--- src/pkg/hlhdr_pkg.sv ---
// Purpose: constants for the host link data frame header framer
// Assumes: one 10 MHz clock, registers over AHB-Lite
// Notes:   offsets are byte addresses of aligned words
// Behaviour
// top header bit separates control from data
// control frame carries no octets after header
// sequence break bit marks stream discontinuity
// originator bit zero from host, one from node
// message start only in first frame
// message end only in last frame
// host echoes reflect frames unchanged
// host never sets reflect bit
// low ten bits count following octets
// on break drop partial, discard until start
// node sends break when level comes up
// host resends whole message after loss
// originator bit checked to catch loopback
// short or control message: single frame both bits
// leader start only, middle none, last end
// node drops packet delimiter violations, reports error
// message mode frames carry both delimiters
// count filled in, only counted octets used
// leader count is ten or twelve
// middle counts even 2..126, seven at most
// final frame count from 1 to 125
// message mode count from 10 to 1019
// bad count drops frame and reports error
// packet mode information part at most 128
// header follows link octets, high octet first
package hlhdr_pkg;
   // *****************************
   // register map
   // *****************************
   localparam logic [7:0]  CTRL_OFS  = 8'h00;
   localparam logic [7:0]  STAT_OFS  = 8'h04;
   localparam logic [7:0]  LHDR_OFS  = 8'h08;
   localparam logic [7:0]  ERR_OFS   = 8'h0c;
   localparam logic [7:0]  DROP_OFS  = 8'h10;
   localparam logic [1:0]  CTRL_RST  = 2'h0;
   localparam int          CTRL_MSG  = 0;
   localparam int          CTRL_UP   = 1;
   // *****************************
   // header layout
   // *****************************
   localparam int          BIT_CTRL  = 15;
   localparam int          BIT_SEQ   = 14;
   localparam int          BIT_ORIG  = 13;
   localparam int          BIT_SOM   = 12;
   localparam int          BIT_EOM   = 11;
   localparam int          BIT_REFL  = 10;
   // *****************************
   // octet count limits
   // *****************************
   localparam logic [10:0] LEAD_NT0  = 11'h00a;
   localparam logic [10:0] LEAD_T0   = 11'h00c;
   localparam logic [10:0] MID_MIN   = 11'h002;
   localparam logic [10:0] MID_MAX   = 11'h07e;
   localparam logic [10:0] LAST_MIN  = 11'h001;
   localparam logic [10:0] LAST_MAX  = 11'h07d;
   localparam logic [10:0] MSG_MIN   = 11'h00a;
   localparam logic [10:0] MSG_MAX   = 11'h3fb;
   localparam logic [10:0] INFO_MAX  = 11'h080;
   localparam logic [10:0] HDR_OCT   = 11'h002;
   localparam logic [2:0]  MID_FRMS  = 3'h7;
   typedef enum logic [1:0] {RX_HI = 2'b00, RX_LO = 2'b01, RX_BODY = 2'b10} hlhdr_rx_e;
endpackage

--- src/rtl/hlhdr_framer.sv ---
// Purpose: node side header check on receive, header build on transmit
// Assumes: receive octets arrive on the same clock, one per valid
// Notes:   verdict pulses one cycle after the last octet of a frame
`timescale 1ns/100ps
module hlhdr_framer
(
   input  wire logic        ref_clk,
   input  wire logic        resetn,
   input  wire logic        hsel,
   input  wire logic [7:0]  haddr,
   input  wire logic [1:0]  htrans,
   input  wire logic        hwrite,
   input  wire logic [2:0]  hsize,
   input  wire logic [31:0] hwdata,
   input  wire logic        hready,
   output logic             hreadyout,
   output logic             hresp,
   output logic [31:0]      hrdata,
   input  wire logic        rxValid,
   input  wire logic [7:0]  rxData,
   input  wire logic        rxLast,
   output logic             pldValid,
   output logic [7:0]       pldData,
   output logic             ctrlFrameSeen,
   output logic             dataAccept,
   output logic             dataDrop,
   output logic             errInData,
   output logic             flushBuffered,
   output logic             loopbackSeen,
   output logic             reflectSeen,
   input  wire logic        txReq,
   input  wire logic        txMsgStart,
   input  wire logic        txMsgEnd,
   input  wire logic        txReflect,
   input  wire logic [9:0]  txCount,
   output logic [15:0]      txHeader,
   output logic             txHeaderValid
);
   // *****************************
   // register bus slave
   // *****************************
   logic [1:0]  ctrlReg;
   logic        wrPendReg;
   logic [7:0]  wrAddrReg;
   logic [15:0] lastHdrReg;
   logic [15:0] errCntReg;
   logic [15:0] dropCntReg;
   logic        discardReg;
   logic        inMsgReg;
   logic [2:0]  midCntReg;
   logic        addrTaken;
   logic        msgMode;
   logic        levelUp;

   assign addrTaken = hready & hsel & htrans[1];
   assign msgMode   = ctrlReg[hlhdr_pkg::CTRL_MSG];
   assign levelUp   = ctrlReg[hlhdr_pkg::CTRL_UP];

   always_ff @(posedge ref_clk or negedge resetn)
   begin
      if (!resetn)
      begin
         hreadyout <= 1'b0;
         hresp     <= 1'b0;
      end
      else
      begin
         // zero wait state, always OKAY
         hreadyout <= 1'b1;
         hresp     <= 1'b0;
      end
   end

   always_ff @(posedge ref_clk or negedge resetn)
   begin
      if (!resetn)
      begin
         wrPendReg <= 1'b0;
         wrAddrReg <= 8'h00;
      end
      else if (hready)
      begin
         wrPendReg <= addrTaken & hwrite;
         wrAddrReg <= haddr;
      end
   end

   always_ff @(posedge ref_clk or negedge resetn)
   begin
      if (!resetn)
         ctrlReg <= hlhdr_pkg::CTRL_RST;
      else if (wrPendReg && hready && wrAddrReg == hlhdr_pkg::CTRL_OFS)
         ctrlReg <= hwdata[1:0];
   end

   // read data is latched in the address phase so it stands in the data phase
   always_ff @(posedge ref_clk or negedge resetn)
   begin
      if (!resetn)
         hrdata <= 32'h00000000;
      else if (addrTaken && !hwrite)
      begin
         case (haddr)
            hlhdr_pkg::CTRL_OFS: hrdata <= {30'h00000000, ctrlReg};
            hlhdr_pkg::STAT_OFS: hrdata <= {27'h0000000, midCntReg, inMsgReg, discardReg};
            hlhdr_pkg::LHDR_OFS: hrdata <= {16'h0000, lastHdrReg};
            hlhdr_pkg::ERR_OFS:  hrdata <= {16'h0000, errCntReg};
            hlhdr_pkg::DROP_OFS: hrdata <= {16'h0000, dropCntReg};
            default:             hrdata <= 32'h00000000;
         endcase
      end
   end

   // *****************************
   // receive header parse
   // *****************************
   hlhdr_pkg::hlhdr_rx_e stateReg;
   logic [7:0]  hdrHiReg;
   logic [15:0] hdrReg;
   logic [10:0] physReg;
   logic [15:0] hdr;
   logic [10:0] phys;
   logic [10:0] cnt;
   logic        endNow;
   logic        runt;
   logic        isCtrl, seqB, orig, message_start_flag, message_end_flag;
   logic        looped, inMsgEff, discEff, silent;
   logic        fmtOk, cntOk, accept, reject;
   logic        levelPrevReg;
   logic        levelFall;

   assign levelFall = levelPrevReg & ~levelUp;

   always_ff @(posedge ref_clk or negedge resetn)
   begin
      if (!resetn)
      begin
         stateReg <= hlhdr_pkg::RX_HI;
         hdrHiReg <= 8'h00;
         hdrReg   <= 16'h0000;
         physReg  <= 11'h000;
      end
      else if (rxValid)
      begin
         case (stateReg)
            hlhdr_pkg::RX_HI:
            begin
               hdrHiReg <= rxData;
               physReg  <= 11'h000;
               stateReg <= rxLast ? hlhdr_pkg::RX_HI : hlhdr_pkg::RX_LO;
            end
            hlhdr_pkg::RX_LO:
            begin
               hdrReg   <= {hdrHiReg, rxData};
               stateReg <= rxLast ? hlhdr_pkg::RX_HI : hlhdr_pkg::RX_BODY;
            end
            hlhdr_pkg::RX_BODY:
            begin
               // saturate so an overlong frame cannot wrap into a legal count
               if (physReg != 11'h7ff)
                  physReg <= physReg + 11'h001;
               if (rxLast)
                  stateReg <= hlhdr_pkg::RX_HI;
            end
            default: stateReg <= hlhdr_pkg::RX_HI;
         endcase
      end
   end

   assign endNow = rxValid & rxLast & (stateReg != hlhdr_pkg::RX_HI);
   assign runt   = rxValid & rxLast & (stateReg == hlhdr_pkg::RX_HI);

   always_comb
   begin
      hdr  = (stateReg == hlhdr_pkg::RX_LO) ? {hdrHiReg, rxData} : hdrReg;
      phys = (stateReg == hlhdr_pkg::RX_BODY && physReg != 11'h7ff) ? physReg + 11'h001 : physReg;
      cnt  = {1'b0, hdr[9:0]};
      isCtrl   = hdr[hlhdr_pkg::BIT_CTRL];
      seqB     = hdr[hlhdr_pkg::BIT_SEQ];
      orig     = hdr[hlhdr_pkg::BIT_ORIG];
      message_start_flag      = hdr[hlhdr_pkg::BIT_SOM];
      message_end_flag      = hdr[hlhdr_pkg::BIT_EOM];
      // a frame bearing the node mark came back to us: loop, not host data
      looped   = orig;
      inMsgEff = inMsgReg & ~seqB;
      discEff  = discardReg | seqB;
      silent   = discEff & ~message_start_flag;
      cntOk    = phys >= cnt;
      fmtOk    = 1'b0;
      if (msgMode)
         fmtOk = message_start_flag && message_end_flag && cnt >= hlhdr_pkg::MSG_MIN && cnt <= hlhdr_pkg::MSG_MAX;
      // compared against the reduced limit so a saturated length cannot wrap past it
      else if (phys <= hlhdr_pkg::INFO_MAX - hlhdr_pkg::HDR_OCT)
      begin
         case ({message_start_flag, message_end_flag})
            2'b11, 2'b10: fmtOk = !inMsgEff
                                  && (cnt == hlhdr_pkg::LEAD_NT0 || cnt == hlhdr_pkg::LEAD_T0);
            2'b00: fmtOk = inMsgEff && !cnt[0] && cnt >= hlhdr_pkg::MID_MIN
                           && cnt <= hlhdr_pkg::MID_MAX && midCntReg < hlhdr_pkg::MID_FRMS;
            2'b01: fmtOk = inMsgEff && cnt >= hlhdr_pkg::LAST_MIN
                           && cnt <= hlhdr_pkg::LAST_MAX;
            default: fmtOk = 1'b0;
         endcase
      end
      accept = endNow & ~isCtrl & ~looped & ~silent & fmtOk & cntOk;
      reject = endNow & ~isCtrl & ~looped & ~silent & ~(fmtOk & cntOk);
   end

   // *****************************
   // message tracking
   // *****************************
   always_ff @(posedge ref_clk or negedge resetn)
   begin
      if (!resetn)
      begin
         discardReg <= 1'b0;
         inMsgReg   <= 1'b0;
         midCntReg  <= 3'h0;
      end
      else if (levelFall)
      begin
         // queues emptied when the level drops, nothing half-built survives
         discardReg <= 1'b0;
         inMsgReg   <= 1'b0;
         midCntReg  <= 3'h0;
      end
      else if (endNow && !isCtrl && !looped)
      begin
         if (reject)
         begin
            // drop the rest of a broken message instead of flagging each part
            discardReg <= 1'b1;
            inMsgReg   <= 1'b0;
         end
         else if (silent)
            discardReg <= 1'b1;
         else
         begin
            discardReg <= 1'b0;
            // leader opens, middle keeps, final closes the message
            inMsgReg   <= ~msgMode & ~message_end_flag;
            if (message_start_flag)
               midCntReg <= 3'h0;
            else if (!message_end_flag)
               midCntReg <= midCntReg + 3'h1;
         end
      end
   end

   always_ff @(posedge ref_clk or negedge resetn)
   begin
      if (!resetn)
      begin
         ctrlFrameSeen <= 1'b0;
         dataAccept    <= 1'b0;
         dataDrop      <= 1'b0;
         errInData     <= 1'b0;
         flushBuffered <= 1'b0;
         loopbackSeen  <= 1'b0;
         reflectSeen   <= 1'b0;
      end
      else
      begin
         ctrlFrameSeen <= endNow & isCtrl & (phys == 11'h000);
         dataAccept    <= accept;
         dataDrop      <= runt | (endNow & ~accept & ~(isCtrl & (phys == 11'h000)));
         errInData     <= reject | runt;
         flushBuffered <= (endNow & ~isCtrl & ~looped & seqB) | levelFall;
         loopbackSeen  <= endNow & looped;
         reflectSeen   <= endNow & ~isCtrl & hdr[hlhdr_pkg::BIT_REFL];
      end
   end

   always_ff @(posedge ref_clk or negedge resetn)
   begin
      if (!resetn)
      begin
         lastHdrReg <= 16'h0000;
         errCntReg  <= 16'h0000;
         dropCntReg <= 16'h0000;
      end
      else
      begin
         if (endNow)
            lastHdrReg <= hdr;
         if (reject | runt)
            errCntReg <= errCntReg + 16'h0001;
         if (endNow & silent & ~isCtrl & ~looped)
            dropCntReg <= dropCntReg + 16'h0001;
      end
   end

   // only octets inside the count go downstream
   always_ff @(posedge ref_clk or negedge resetn)
   begin
      if (!resetn)
      begin
         pldValid <= 1'b0;
         pldData  <= 8'h00;
      end
      else
      begin
         pldValid <= rxValid && stateReg == hlhdr_pkg::RX_BODY && physReg < cnt;
         pldData  <= rxData;
      end
   end

   // *****************************
   // transmit header build
   // *****************************
   logic seqPendReg;
   logic levelRise;
   logic txTake;

   assign levelRise = levelUp & ~levelPrevReg;
   // nothing leaves while the level is down
   assign txTake    = txReq & levelUp;

   always_ff @(posedge ref_clk or negedge resetn)
   begin
      if (!resetn)
      begin
         levelPrevReg <= 1'b0;
         seqPendReg   <= 1'b0;
      end
      else
      begin
         levelPrevReg <= levelUp;
         seqPendReg   <= (seqPendReg | levelRise) & ~txTake;
      end
   end

   always_ff @(posedge ref_clk or negedge resetn)
   begin
      if (!resetn)
      begin
         txHeader      <= 16'h0000;
         txHeaderValid <= 1'b0;
      end
      else
      begin
         txHeaderValid <= txTake;
         if (txTake)
            txHeader <= {1'b0, seqPendReg | levelRise, 1'b1, txMsgStart | msgMode,
                         txMsgEnd | msgMode, txReflect, txCount};
      end
   end
endmodule

--- config.mk ---
export PLATFORM = sky130hd
export DESIGN_NAME = hlhdr_framer
export DESIGN_NICKNAME = d
export VERILOG_FILES = /design/src/pkg/hlhdr_pkg.sv /design/src/rtl/hlhdr_framer.sv
export SDC_FILE = /design/constraint.sdc
export NUM_CORES = 1
export LEC_CHECK = 0
export ABC_AREA = 1
export BUFFER_PORTS_ARGS = -buffer_cell sky130_fd_sc_hd__clkbuf_2
export CORE_AREA = 2 2 96 168
export CTS_BUF_LIST = sky130_fd_sc_hd__clkbuf_4
export DETAILED_ROUTE_END_ITERATION = 7
export DIE_AREA = 0 0 98 170
export PLACE_DENSITY = 0.85
export SKIP_CTS_REPAIR_TIMING = 1
export SYNTH_ARGS = -nofsm -noshare
export SYNTH_HDL_FRONTEND = slang
export SYNTH_SLANG_ARGS = --single-unit
--- constraint.sdc ---
create_clock -name ref_clk -period 2.8 [get_ports ref_clk]
set_input_delay 0.28 -clock ref_clk [delete_from_list [all_inputs] [get_ports ref_clk]]
set_output_delay 0.28 -clock ref_clk [all_outputs]
set_load 0.1 [all_outputs]
==> run metrics <==
synth warn=0; PortBufs=88; H-Tree Depth=4; CP startpoint kind=register; Layout area overhead=22.0%; Clock Skew=22.6 ps; total CTS buffers=17; GR met3 Demand/Resource=0.0407; Final Hold Fails=1; Ports=141; critical path arrival=3330 ps; number of global-route vias before repair=7,014; period utilisation layout=1.01; clock root buffer=clkbuf_4; top_reg_cell synth=dfrtp_1; Leakage=5.02 nW; drt wl/cell=15.8 um; share of cells above drive strength 1=0.206; pwr/cell area=683 nW/um^2; M1 GR Usage=0.272; Critical Path End Type=register; failing checks=negative hold slack, negative setup slack; total iterations of the first detailed-routing run=5; outcome=complete, but fails checks; HP Start=txMsgEnd; Vias=7,425; Antenna Violating Nets Remaining=0; DRC Markers=0; RSZ-0062 raised after global routing=yes; final wirelength=21,400 um; Slew HR=0.430; site row count=60; DP Wirelength=15,200 um; Slowest cell on crit path=dfrtp_1; Crit path largest cell delay=380 ps; worst min path class=in -> reg; placed cells=1,285; reg-to-reg startpoint=physReg[1]; Final #Nets=1,250; synthesized area per cell=8.10 sq um; Mapped Cells=984; M2 GR Usage=0.453; busiest grt layer=met2; Seq/Total Area, Yosys=0.477; Die Area=16,700 sq um; fraction of registers with async set/reset=1.00; Critical Path Fanout Max=15; Max Cap Viol=0; CTS tree=yes; final setup fails=4; slew at the pin with the worst max-slew slack=853 ps; global-route wire length before repair=33,100 um; vias per cell=5.47; Max clock buf depth=2; Cell Area, Synth=7970 sq um; Synth Register Bits=152; CP Depth=25; CP Data Required Time=3310 ps; worst hold stages=3; Period minus WS final=2820 ps; largest net degree at the start of global routing=72; most frequent CP cell=nand2_1; die width=98 um; Layout Cells excl Fill=1,357; crit path buf inv count=0; Initial Util=0.523; maximum clock frequency=354 MHz; synth unique cells=46; critical setup path kind=reg -> reg; clk_lat worst skew=570 ps; Starting DRT DRC Count=585; Placer Congestion=0.974; total congestion overflow=0; Reg clk slew, reported paths=130 ps; Die H=170 um; Slew Limit Fails=0; Core Region=15,200 sq um; Crit path max-delay family=simple AND/OR/NAND/NOR gates; antenna violations before repair=1; Post-synth EDFFs=0; TritonCTS Sinks=152; worst setup path start=physReg[1]; minimum hold slack=-10.8 ps; setup ws final=-23.4 ps; peak supply drop=306 uV; r2r worst-path depth=25; gr usage total=0.249
-- stage by stage --
step           TNS, ps  power, mW  worst slack (ps)   util  cell area [sq um]
6_report         -58.5       6.63             -23.4  0.638               9720
5_1_grt          -5280       7.00              -252  0.638               9720
4_1_cts          -1470       6.56              -131  0.607               9250
3_5_place_dp     -1020       4.95              -108  0.584               8900
3_3_place_gp     -6.39       4.87             -2.52  0.584               8900
2_1_floorplan        0       4.34              18.7      -               8050
-- cell families after synthesis --
logic type                 Yosys count  share of synthesized area
buffers and inverters              165                     0.0917
xor gates and xnor gates            27                     0.0306
and+or+nand+nor                    471                      0.261
other                                2                   0.000943
muxes                                7                    0.00990
DFF                                152                      0.477
adders and majority gates           18                     0.0283
AOI/OAI and AO/OA                  142                      0.100
-- path summary, 6_finish.rpt --
| path | end | slack (ps) |
|---|---|---|
| max reg2reg | errCntReg[14] | -20 |
| max in group asynchronous | hrdata[1] | 1730 |
| max | errCntReg[14] | -20 |
| min | txHeader[11] | -10 |
| min in group asynchronous | pldData[6] | 270 |
| min reg2reg | dropCntReg[8] | 490 |
-- layer usage --
layer  part of all wire  vias to the layer above
li1                   -                     3508
met1               0.36                     3486
met2               0.54                      327
met3              0.046                      104
met4              0.053                        0
met5                  0                        -
-- report_power, final --
group | internal [mW] | switching [mW]
logic | 0.632 | 1.53
registers | 2.58 | 0.274
clock network | 0.814 | 0.810
total | 4.02 | 2.61
-- tightest hold or removal path, cell delays in order --
cell and delay (ps):
clkbuf_2 90, nor2_1 70, o21ai_0 70
-- registers in the layout, summed over array words and instances (netlist names), 2 cells and up --
signal      count
dropCntReg     16
stateReg        2
errCntReg      16
midCntReg       3
pldData         8
txHeader       15
wrAddrReg       8
hrdata         16
physReg        11
hdrHiReg        8
lastHdrReg     16
hdrReg         16
ctrlReg         2
-- layout make-up --
cell class | instances | area [sq um]
clock buffer | 19 | 143
sequential | 152 | 3800
clock inverter | 12 | 200
multi-input combinational | 686 | 3610
antenna | 1 | 2.50
fill | 1253 | 5520
timing repair buffer | 181 | 1270
tap | 186 | 233
inverter | 120 | 450
-- Yosys cell counts, types with 4 or more instances --
cell,number,area (sq um)
nand2_1,279,1050
dfrtp_1,152,3800
inv_1,112,420
o21ai_0,69,345
nand3_1,61,305
nor2_1,59,221
xor2_1,23,201
a21oi_1,22,110
buf_4,22,165
ha_1,18,225
nor3_1,17,85.1
o22ai_1,17,106
clkbuf_1,15,56.3
o21ai_1,14,70.1
nand4_1,13,81.3
nand2_2,10,62.6
nor4_1,10,62.6
inv_2,8,30.0
mux2_2,7,78.8
a221oi_1,6,52.6
buf_2,5,25.0
o21ai_2,4,35.0
-- cell usage in the layout (no fill, tap or decap), types with 2 or more instances in the layout --
cell type	netlist	layout
a21oi_1	22	21
clkbuf_2	0	87
nor2_1	59	58
clkinvlp_4	0	2
o21ai_1	14	14
mux2_2	7	7
o2bb2ai_1	2	2
buf_4	22	56
clkinv_4	0	2
clkbuf_4	0	19
nand2_2	10	13
nand2_1	279	274
nand2_4	2	5
nand3_1	61	59
xor2_2	1	2
o22ai_1	17	17
ha_1	18	16
nor3_1	17	17
xor2_1	23	22
or2_2	2	2
bufinv_16	0	5
nand3_4	1	3
nor3_2	3	2
dfrtp_1	152	151
a211oi_1	2	2
nand4_1	13	13
inv_2	8	8
a221oi_1	6	6
dlygate4sd3_1	0	34
nor3_4	1	2
conb_1	2	19
or2_1	3	3
buf_12	0	3
nor4_1	10	10
nor2_4	3	4
o21ai_2	4	4
nor2_2	3	3
inv_1	112	112
xnor2_1	3	3
o21ai_0	69	69
Power figures use the tool's default switching activity.
